`config.mk`:
```
export PLATFORM = sky130hd
export DESIGN_NAME = nsp_protect
export DESIGN_NICKNAME = d
export VERILOG_FILES = /design/src/verilog/nsp_pkg.sv /design/src/verilog/nsp_pflash_check.sv /design/src/verilog/nsp_ee_check.sv /design/src/verilog/nsp_protect.sv
export VERILOG_INCLUDE_DIRS = /design/src /design/src/verilog
export SDC_FILE = /design/constraint.sdc
export NUM_CORES = 1
export LEC_CHECK = 0
export BUFFER_PORTS_ARGS = -buffer_cell sky130_fd_sc_hd__buf_4
export CORE_ASPECT_RATIO = 1.25
export CORE_MARGIN = 2
export CORE_UTILIZATION = 44
export CTS_CLUSTER_DIAMETER = 150
export DETAILED_ROUTE_END_ITERATION = 12
export PLACE_DENSITY = 0.77
export RECOVER_POWER = 25
export SLEW_MARGIN = 30
export SYNTH_ARGS = -nofsm -noshare
export SYNTH_HDL_FRONTEND = slang
export SYNTH_SLANG_ARGS = --single-unit
```
`constraint.sdc`:
```
create_clock -name clk_sys -period 2.4 [get_ports clk_sys]
set_clock_uncertainty 0.1 [all_clocks]
set_input_delay 0.36 -clock clk_sys [delete_from_list [all_inputs] [get_ports clk_sys]]
set_output_delay 0.36 -clock clk_sys [all_outputs]
set_load 0.01 [all_outputs]
```
`src/verilog/nsp_consts.svh`:
```
// Offsets, field positions, reset values and fixed addresses of the block
`ifndef NSP_CONSTS_SVH
`define NSP_CONSTS_SVH

// ----------------------------------------------------------------------
// Register offsets on the local register port
// ----------------------------------------------------------------------
`define NSP_OFS_PFLASH_PROTECT 4'h0
`define NSP_OFS_EEPROM_PROTECT 4'h1
`define NSP_OFS_FLASH_STATUS 4'h2

// ----------------------------------------------------------------------
// Field positions
// ----------------------------------------------------------------------
`define NSP_PF_OPEN_BIT 7
`define NSP_PF_HDIS_BIT 5
`define NSP_PF_HS_HI 4
`define NSP_PF_HS_LO 3
`define NSP_EE_OPEN_BIT 7
`define NSP_EE_SIZE_HI 1
`define NSP_EE_SIZE_LO 0
`define NSP_STAT_VIOL_BIT 4
`define NSP_STAT_READY_BIT 0
`define NSP_EE_WR_MASK 8'h83

// ----------------------------------------------------------------------
// Reset values: fully protected until the configuration bytes arrive
// ----------------------------------------------------------------------
`define NSP_PF_RST 8'h7F
`define NSP_EE_RST 8'h03
`define NSP_PF_FAULT 8'h7F
`define NSP_EE_FAULT 8'h03

// ----------------------------------------------------------------------
// Global addresses and range sizes
// ----------------------------------------------------------------------
`define NSP_PF_CFG_ADDR 24'hFF_FE0C
`define NSP_EE_CFG_ADDR 24'hFF_FE0D
`define NSP_PF_HI_MIN 24'h00_0800
`define NSP_EE_BASE 24'h10_0000
`define NSP_EE_CHUNK_LAST 5'h1F

`endif

```
`src/verilog/nsp_pkg.sv`:
```
// Types shared by the sector protection block
package nsp_pkg;

  // ----------------------------------------------------------------------
  // Reset-sequence loader states
  // ----------------------------------------------------------------------
  typedef enum logic [1:0] {
    NSP_LD_PF,
    NSP_LD_EE,
    NSP_LD_DONE
  } nsp_load_t;

  // ----------------------------------------------------------------------
  // Complete state of the top module
  // ----------------------------------------------------------------------
  typedef struct packed {
    logic [7:0] pflash_protect;
    logic [7:0] eeprom_protect;
    logic protection_violation_flag;
    nsp_load_t ld;
    logic cfg_rd_req;
    logic [23:0] cfg_rd_addr;
    logic cmd_accept;
    logic cmd_refuse;
    logic [7:0] reg_rdata;
    logic prot_ready;
  } nsp_state_t;

endpackage

```
`src/verilog/nsp_pflash_check.sv`:
```
// Program flash address range and protection decode
`timescale 1ns/100ps
`include "nsp_consts.svh"

module nsp_pflash_check #(
  parameter logic [23:0] PF_BASE = 24'hFE_0000
) (
  input wire logic [7:0] prot,
  input wire logic [23:0] addr,
  output logic in_range,
  output logic addr_prot,
  output logic any_prot
);

  logic [23:0] hi_size;
  logic [23:0] hi_start;
  logic in_hi;

  // High range always ends at the top of the address space
  always_comb begin
    hi_size = `NSP_PF_HI_MIN << prot[`NSP_PF_HS_HI:`NSP_PF_HS_LO];
    hi_start = 24'h00_0000 - hi_size;
    in_hi = (addr >= hi_start);
    in_range = (addr >= PF_BASE);
    // Open and high-disable bits pick one of four functions
    case ({prot[`NSP_PF_OPEN_BIT], prot[`NSP_PF_HDIS_BIT]})
      2'b11: addr_prot = 1'b0;
      2'b10: addr_prot = in_hi;
      2'b01: addr_prot = 1'b1;
      2'b00: addr_prot = !in_hi;
      default: addr_prot = 1'b1;
    endcase
    addr_prot = addr_prot && in_range;
    // Only the fully open setting leaves every sector writable
    any_prot = !(prot[`NSP_PF_OPEN_BIT] && prot[`NSP_PF_HDIS_BIT]);
  end

endmodule

```
`src/verilog/nsp_ee_check.sv`:
```
// EEPROM address range and protection decode
`timescale 1ns/100ps
`include "nsp_consts.svh"

module nsp_ee_check #(
  parameter logic [23:0] EE_SIZE = 24'h00_0800
) (
  input wire logic [7:0] prot,
  input wire logic [23:0] addr,
  output logic in_range,
  output logic addr_prot,
  output logic any_prot
);

  logic [23:0] prot_last;

  // Protected span grows upward from the base in 32-byte steps
  always_comb begin
    prot_last = `NSP_EE_BASE +
      {17'h0_0000, prot[`NSP_EE_SIZE_HI:`NSP_EE_SIZE_LO],
       `NSP_EE_CHUNK_LAST};
    in_range = (addr >= `NSP_EE_BASE) && (addr < `NSP_EE_BASE + EE_SIZE);
    // Open bit set means size field is ignored
    addr_prot = in_range && !prot[`NSP_EE_OPEN_BIT] &&
      (addr <= prot_last);
    any_prot = !prot[`NSP_EE_OPEN_BIT];
  end

endmodule

```
`src/verilog/nsp_protect.sv`:
```
// Program flash and EEPROM sector protection registers and command check
`timescale 1ns/100ps
`include "nsp_consts.svh"

module nsp_protect #(
  parameter logic [23:0] PF_BASE = 24'hFE_0000,
  parameter logic [23:0] EE_SIZE = 24'h00_0800
) (
  input wire logic clk_sys,
  input wire logic sys_rst,
  input wire logic clk_en,
  input wire logic special_mode,
  input wire logic [3:0] reg_addr,
  input wire logic [7:0] reg_wdata,
  input wire logic reg_wr,
  input wire logic reg_rd,
  output logic [7:0] reg_rdata,
  output logic cfg_rd_req,
  output logic [23:0] cfg_rd_addr,
  input wire logic cfg_rd_valid,
  input wire logic [7:0] cfg_rd_data,
  input wire logic cfg_rd_dbl_fault,
  input wire logic cmd_valid,
  input wire logic cmd_erase_block,
  input wire logic [23:0] cmd_addr,
  output logic cmd_accept,
  output logic cmd_refuse,
  output logic protection_violation_flag,
  output logic prot_ready,
  output logic [7:0] pflash_protect,
  output logic [7:0] eeprom_protect
);
  import nsp_pkg::*;

  // ----------------------------------------------------------------------
  // Protection-set comparison
  // ----------------------------------------------------------------------

  // True when setting n protects at least every byte that setting o does
  function automatic logic pf_covers(input logic [7:0] o,
                                     input logic [7:0] n);
    logic [1:0] oc;
    logic [1:0] nc;
    logic [1:0] os;
    logic [1:0] ns;
    oc = {o[`NSP_PF_OPEN_BIT], o[`NSP_PF_HDIS_BIT]};
    nc = {n[`NSP_PF_OPEN_BIT], n[`NSP_PF_HDIS_BIT]};
    os = o[`NSP_PF_HS_HI:`NSP_PF_HS_LO];
    ns = n[`NSP_PF_HS_HI:`NSP_PF_HS_LO];
    case (oc)
      2'b11: pf_covers = 1'b1;
      2'b10: pf_covers = (nc == 2'b01) || (nc == 2'b10 && ns >= os);
      2'b00: pf_covers = (nc == 2'b01) || (nc == 2'b00 && ns <= os);
      2'b01: pf_covers = (nc == 2'b01);
      default: pf_covers = 1'b0;
    endcase
  endfunction

  // ----------------------------------------------------------------------
  // State and address decode
  // ----------------------------------------------------------------------

  nsp_state_t st;
  nsp_state_t next_st;
  logic pf_in;
  logic pf_prot;
  logic pf_any;
  logic ee_in;
  logic ee_prot;
  logic ee_any;
  logic hit;
  logic ready;
  logic [7:0] pf_try;
  logic [7:0] pf_new;
  logic [7:0] ee_new;

  nsp_pflash_check #(
    .PF_BASE(PF_BASE)
  ) u_pf (
    .prot(st.pflash_protect),
    .addr(cmd_addr),
    .in_range(pf_in),
    .addr_prot(pf_prot),
    .any_prot(pf_any)
  );

  nsp_ee_check #(
    .EE_SIZE(EE_SIZE)
  ) u_ee (
    .prot(st.eeprom_protect),
    .addr(cmd_addr),
    .in_range(ee_in),
    .addr_prot(ee_prot),
    .any_prot(ee_any)
  );

  // A block erase is refused outright if the target holds any protection
  assign hit = (pf_in && (pf_prot || (cmd_erase_block && pf_any))) ||
    (ee_in && (ee_prot || (cmd_erase_block && ee_any)));
  assign ready = (st.ld == NSP_LD_DONE);

  // ----------------------------------------------------------------------
  // Candidate register values for a software write
  // ----------------------------------------------------------------------

  // Fields are tried one at a time so a reducing field cannot veto others
  always_comb begin
    pf_new = st.pflash_protect;
    pf_try = pf_new;
    if (special_mode) begin
      pf_new[`NSP_PF_OPEN_BIT] = reg_wdata[`NSP_PF_OPEN_BIT];
      pf_new[`NSP_PF_HDIS_BIT] = reg_wdata[`NSP_PF_HDIS_BIT];
      if (st.pflash_protect[`NSP_PF_HDIS_BIT]) begin
        pf_new[`NSP_PF_HS_HI:`NSP_PF_HS_LO] =
          reg_wdata[`NSP_PF_HS_HI:`NSP_PF_HS_LO];
      end
    end else begin
      pf_try[`NSP_PF_OPEN_BIT] = reg_wdata[`NSP_PF_OPEN_BIT];
      if (pf_covers(pf_new, pf_try)) begin
        pf_new = pf_try;
      end
      pf_try = pf_new;
      pf_try[`NSP_PF_HDIS_BIT] = reg_wdata[`NSP_PF_HDIS_BIT];
      if (pf_covers(pf_new, pf_try)) begin
        pf_new = pf_try;
      end
      pf_try = pf_new;
      pf_try[`NSP_PF_HS_HI:`NSP_PF_HS_LO] =
        reg_wdata[`NSP_PF_HS_HI:`NSP_PF_HS_LO];
      if (st.pflash_protect[`NSP_PF_HDIS_BIT] &&
          pf_covers(pf_new, pf_try)) begin
        pf_new = pf_try;
      end
    end
    // Reserved nonvolatile bits stay writable in both modes
    pf_new[6] = reg_wdata[6];
    pf_new[2:0] = reg_wdata[2:0];
  end

  // EEPROM: size may only grow and the open bit only drop in normal mode
  always_comb begin
    ee_new = st.eeprom_protect;
    if (special_mode) begin
      ee_new = reg_wdata & `NSP_EE_WR_MASK;
    end else begin
      if (reg_wdata[`NSP_EE_SIZE_HI:`NSP_EE_SIZE_LO] >
          st.eeprom_protect[`NSP_EE_SIZE_HI:`NSP_EE_SIZE_LO]) begin
        ee_new[`NSP_EE_SIZE_HI:`NSP_EE_SIZE_LO] =
          reg_wdata[`NSP_EE_SIZE_HI:`NSP_EE_SIZE_LO];
      end
      if (!reg_wdata[`NSP_EE_OPEN_BIT]) begin
        ee_new[`NSP_EE_OPEN_BIT] = 1'b0;
      end
    end
  end

  // ----------------------------------------------------------------------
  // Next-state logic
  // ----------------------------------------------------------------------

  always_comb begin
    next_st = st;
    next_st.cmd_accept = 1'b0;
    next_st.cmd_refuse = 1'b0;
    next_st.reg_rdata = 8'h00;

    // Reset sequence fetches the two configuration bytes in turn
    case (st.ld)
      NSP_LD_PF: begin
        if (cfg_rd_valid) begin
          next_st.pflash_protect = cfg_rd_dbl_fault ?
            `NSP_PF_FAULT : cfg_rd_data;
          next_st.cfg_rd_addr = `NSP_EE_CFG_ADDR;
          next_st.ld = NSP_LD_EE;
        end
      end
      NSP_LD_EE: begin
        if (cfg_rd_valid) begin
          next_st.eeprom_protect = cfg_rd_dbl_fault ? `NSP_EE_FAULT :
            (cfg_rd_data & `NSP_EE_WR_MASK);
          next_st.cfg_rd_req = 1'b0;
          next_st.prot_ready = 1'b1;
          next_st.ld = NSP_LD_DONE;
        end
      end
      NSP_LD_DONE: begin
        next_st.cfg_rd_req = 1'b0;
        next_st.prot_ready = 1'b1;
      end
      default: begin
        next_st.ld = NSP_LD_PF;
        next_st.prot_ready = 1'b0;
        next_st.cfg_rd_req = 1'b1;
        next_st.cfg_rd_addr = `NSP_PF_CFG_ADDR;
      end
    endcase

    // Software writes; protection registers only after the load ends
    if (reg_wr) begin
      case (reg_addr)
        `NSP_OFS_PFLASH_PROTECT: begin
          if (ready) begin
            next_st.pflash_protect = pf_new;
          end
        end
        `NSP_OFS_EEPROM_PROTECT: begin
          if (ready) begin
            next_st.eeprom_protect = ee_new;
          end
        end
        `NSP_OFS_FLASH_STATUS: begin
          if (reg_wdata[`NSP_STAT_VIOL_BIT]) begin
            next_st.protection_violation_flag = 1'b0;
          end
        end
        default: begin
        end
      endcase
    end

    // Read data stands for one cycle only; unmapped offsets read zero
    if (reg_rd) begin
      case (reg_addr)
        `NSP_OFS_PFLASH_PROTECT: next_st.reg_rdata = st.pflash_protect;
        `NSP_OFS_EEPROM_PROTECT: next_st.reg_rdata = st.eeprom_protect;
        `NSP_OFS_FLASH_STATUS: begin
          next_st.reg_rdata[`NSP_STAT_VIOL_BIT] =
            st.protection_violation_flag;
          next_st.reg_rdata[`NSP_STAT_READY_BIT] = ready;
        end
        default: next_st.reg_rdata = 8'h00;
      endcase
    end

    // Command check comes after the clear so a new hit wins over it
    if (cmd_valid) begin
      if (!ready || st.protection_violation_flag) begin
        next_st.cmd_refuse = 1'b1;
      end else if (hit) begin
        next_st.cmd_refuse = 1'b1;
        next_st.protection_violation_flag = 1'b1;
      end else begin
        next_st.cmd_accept = 1'b1;
      end
    end
  end

  // ----------------------------------------------------------------------
  // State register
  // ----------------------------------------------------------------------

  // Reset leaves both memories fully protected until the load completes
  always_ff @(posedge clk_sys or posedge sys_rst) begin
    if (sys_rst) begin
      st.pflash_protect <= `NSP_PF_RST;
      st.eeprom_protect <= `NSP_EE_RST;
      st.protection_violation_flag <= 1'b0;
      st.ld <= NSP_LD_PF;
      st.cfg_rd_req <= 1'b1;
      st.cfg_rd_addr <= `NSP_PF_CFG_ADDR;
      st.cmd_accept <= 1'b0;
      st.cmd_refuse <= 1'b0;
      st.reg_rdata <= 8'h00;
      st.prot_ready <= 1'b0;
    end else if (clk_en) begin
      st <= next_st;
    end
  end

  assign reg_rdata = st.reg_rdata;
  assign cfg_rd_req = st.cfg_rd_req;
  assign cfg_rd_addr = st.cfg_rd_addr;
  assign cmd_accept = st.cmd_accept;
  assign cmd_refuse = st.cmd_refuse;
  assign protection_violation_flag = st.protection_violation_flag;
  assign prot_ready = st.prot_ready;
  assign pflash_protect = st.pflash_protect;
  assign eeprom_protect = st.eeprom_protect;
endmodule

```
==> results.md <==
- Status: finished, violations left
- Failing checks: capacitance limit, slew limit, setup timing
- Core Rows: 31
- Tmin final: 2470 ps
- Placer Congestion: around 0.85
- FMAX: around 0.40 GHz
- I/O Pins: 107
- Synth Cell Area: 2620 um2
- Detailed placement HPWL: between 5 and 6 mm
- Final Cycle Share: 103%
- Max Cap Viol: 1
- Final Max Tran Viols: 33
- Root Driver: clkbuf_8
- Area delta synth->final: 26.7%
- LEAKAGE: between 1.5 and 2 nW
- Htree depth: 2
- Initial Util: a little under half
- YS warnings: 0
- Worst R2R Setup Slack: -70 ps
- Req. time, crit path: ~2500 ps
- Max-Slew Margin vs Limit: -13.9%
- Fin Setup TNS: -179 ps
- TritonCTS Buffers: 5
- Clock Path Buffers: 2
- Fin cells: ~430
- Hold Vio Cnt, Final: 0
- Detailed Route WL: about 6.7 mm
- Syn_area_per_cell: ~8.8 um2
- Clock transition at path regs: ~70 ps
- Final WS setup: -73.4 ps
- First-pass GRT wire length: just over 10 mm
- Ys flop type: dfrtp_1
- Antenna cells: 0
- Worst slew pin tran: between 1500 and 2000 ps
- Drt initial violations: between 90 and 100
- Die W: around 73 um
- Crit. End Element: flop
- Core box area: ~5800 um2
- Final ANT Viol Nets: 0
- Drt drc: 0
- Peak VDD IR: ~0.0005 V
- Worst skew pair latency: roughly 290 ps
- Initial antenna violation count: 0
- WL/cell: between 15 and 20 um
- Post-synth EDFFs: 0
- CTS tree: yes
- Type of the tightest min-delay check: in2reg
- Pwr Density: roughly 930 nW/um2
- Post-Place Worst Slack: -190 ps
- Final setup viols: 3
- Critical Path AT: 2600 ps
- Syn Inst Count: ~300
- I/O Buffers: 83
- Via Count: 2324
- Vias in the first global route: around 2200
- Flops & latches, synth: 32
- Netlist cell types: 55
- Placed Instances: 424
- Vias per std cell: about 5.4
- CP Launch Type: flop
- Die H: between 90 and 100 um
- Crit path max fanout: 4
- Final Util: between 50 and 60%
- Die Area: approximately 6600 um2
- Gr usage total: between 20 and 25%
- CTS sink count: 32
- DRT Pass-1 Iters: 4
- Largest net degree at the start of global routing: 33
- RSZ-0062 raised after global routing: true
- Grt total ovfl: 0
- Sequential fraction of the synthesis area: a little under a third
- Critical path class: reg2reg
- Share of layout cells above drive strength 1: ~37%
- FFs w/ async S/R, synth: 100%
- Nets: 440
## metal layers
layer  up-vias  track usage (%)  wire length [um]
met5         -                0                 0
met4         0             7.87               145
met3        10             3.14               361
met2        90             34.8              3560
met1      1094             24.5              2650
li1       1130                -                 -
## state kept, by name, indices dropped and copies added (netlist names)
name,cells
pflash_protect,8
reg_rdata,8
prot_ready,1
cmd_refuse,1
cmd_accept,1
protection_violation_flag,1
cfg_rd_req,1
st,2
eeprom_protect,8
cfg_rd_addr,1
## power breakdown
part           internal, mW  switching (mW)
Combinational         0.845           0.804
Clock                 0.307           0.212
Sequential            0.746           0.162
Total                  1.90            1.18
## worst paths after layout
path                                        start  cells past startpoint                end
worst max-delay path            pflash_protect[3]                     10         cmd_accept
worst min-delay path                       clk_en                      2  pflash_protect[5]
worst max register to register  pflash_protect[3]                     10         cmd_accept
worst min register to register         cfg_rd_req                      2         cfg_rd_req
max in group asynchronous                 sys_rst                      3  pflash_protect[7]
min in group asynchronous                 sys_rst                      3       reg_rdata[0]
## logic make-up after synthesis
group / after synthesis / share of synthesized area (%)
compound gates: 70 / 18.4
xor+xnor: 1 / 0.335
fa+ha+maj: 20 / 9.56
buf+inv: 74 / 18.0
flops: 32 / 31.1
mux: 13 / 5.12
other cells: 2 / 0.287
simple gates: 86 / 17.2
## metrics by stage
stage	hold WS [ps]	instance area, um2	power, mW
2_1_floorplan	356	2720	1.91
3_3_place_gp	367	3110	2.27
3_5_place_dp	378	3110	2.32
4_1_cts	71.8	3300	3.05
5_1_grt	266	3310	3.30
6_report	257	3310	3.08
## worst max-delay path: stages (launching register included)
cell	delay (ps)
dfstp_2	390
or2_4	260
ha_4	260
inv_1	40
ha_1	260
o211ai_1	100
a21oi_2	80
o2111a_1	280
nor3_4	210
mux2_4	320
o21ai_2	120
## area by class of cell
class                   instances  area [um2]
clock buffers                   5        68.8
clock inverters                 3        42.5
fillers                       536        2460
inverters                      18        72.6
multi-input cells             214        1510
flip-flops and latches         32         813
well taps                      66        82.6
repair buffers                 95         722
## what timing repair did
action / 4_1_cts / 5_1_grt
endpoints found under the hold margin: 0 / 0
hold buffers: 0 / 0
resized for setup: 13 / 4
gates cloned: 0 / 0
endpoints found under the setup margin: 3 / 3
buffers inserted: 1 / 0
pin swaps: 12 / 12
## layout by cell type (no fill, tap or decap), types with 3 or more instances in the layout
cell and n:
buf_4 92, nor2_1 26, conb_1 24, dfrtp_1 22, a21oi_1 21, ha_1 16, nand2_1 15, inv_1 14
o21ai_0 11, mux2i_1 10, dfstp_2 10, o2bb2ai_1 8, nand3_1 7, nor2b_1 7, nand4_1 5, or4_1 5
clkbuf_8 5, o211ai_1 4, ha_4 4, a31oi_1 3
## cell usage after synthesis, types with 2 or more instances
cell type	n	area (um2)
a2bb2oi_1	2	17.5
nand2b_1	2	12.5
a221o_1	2	20.0
inv_1	17	63.8
mux2i_1	10	100
conb_1	2	7.51
nor2b_1	8	50.1
nor3_1	2	10.0
ha_1	20	250
mux2_2	3	33.8
o21ai_0	11	55.1
or4_1	5	37.5
o2bb2ai_1	8	70.1
buf_4	49	368
nand3_1	7	35.0
dfrtp_1	22	551
o2111ai_1	2	17.5
nor2_1	26	97.6
nor4_1	2	12.5
nand4_1	5	31.3
dfstp_2	10	263
clkbuf_1	5	18.8
o32ai_1	2	17.5
a21oi_1	22	110
nand2_1	17	63.8
o211ai_1	4	30.0
a31oi_1	5	31.3
Note: power is estimated with default switching activity, not from simulation.
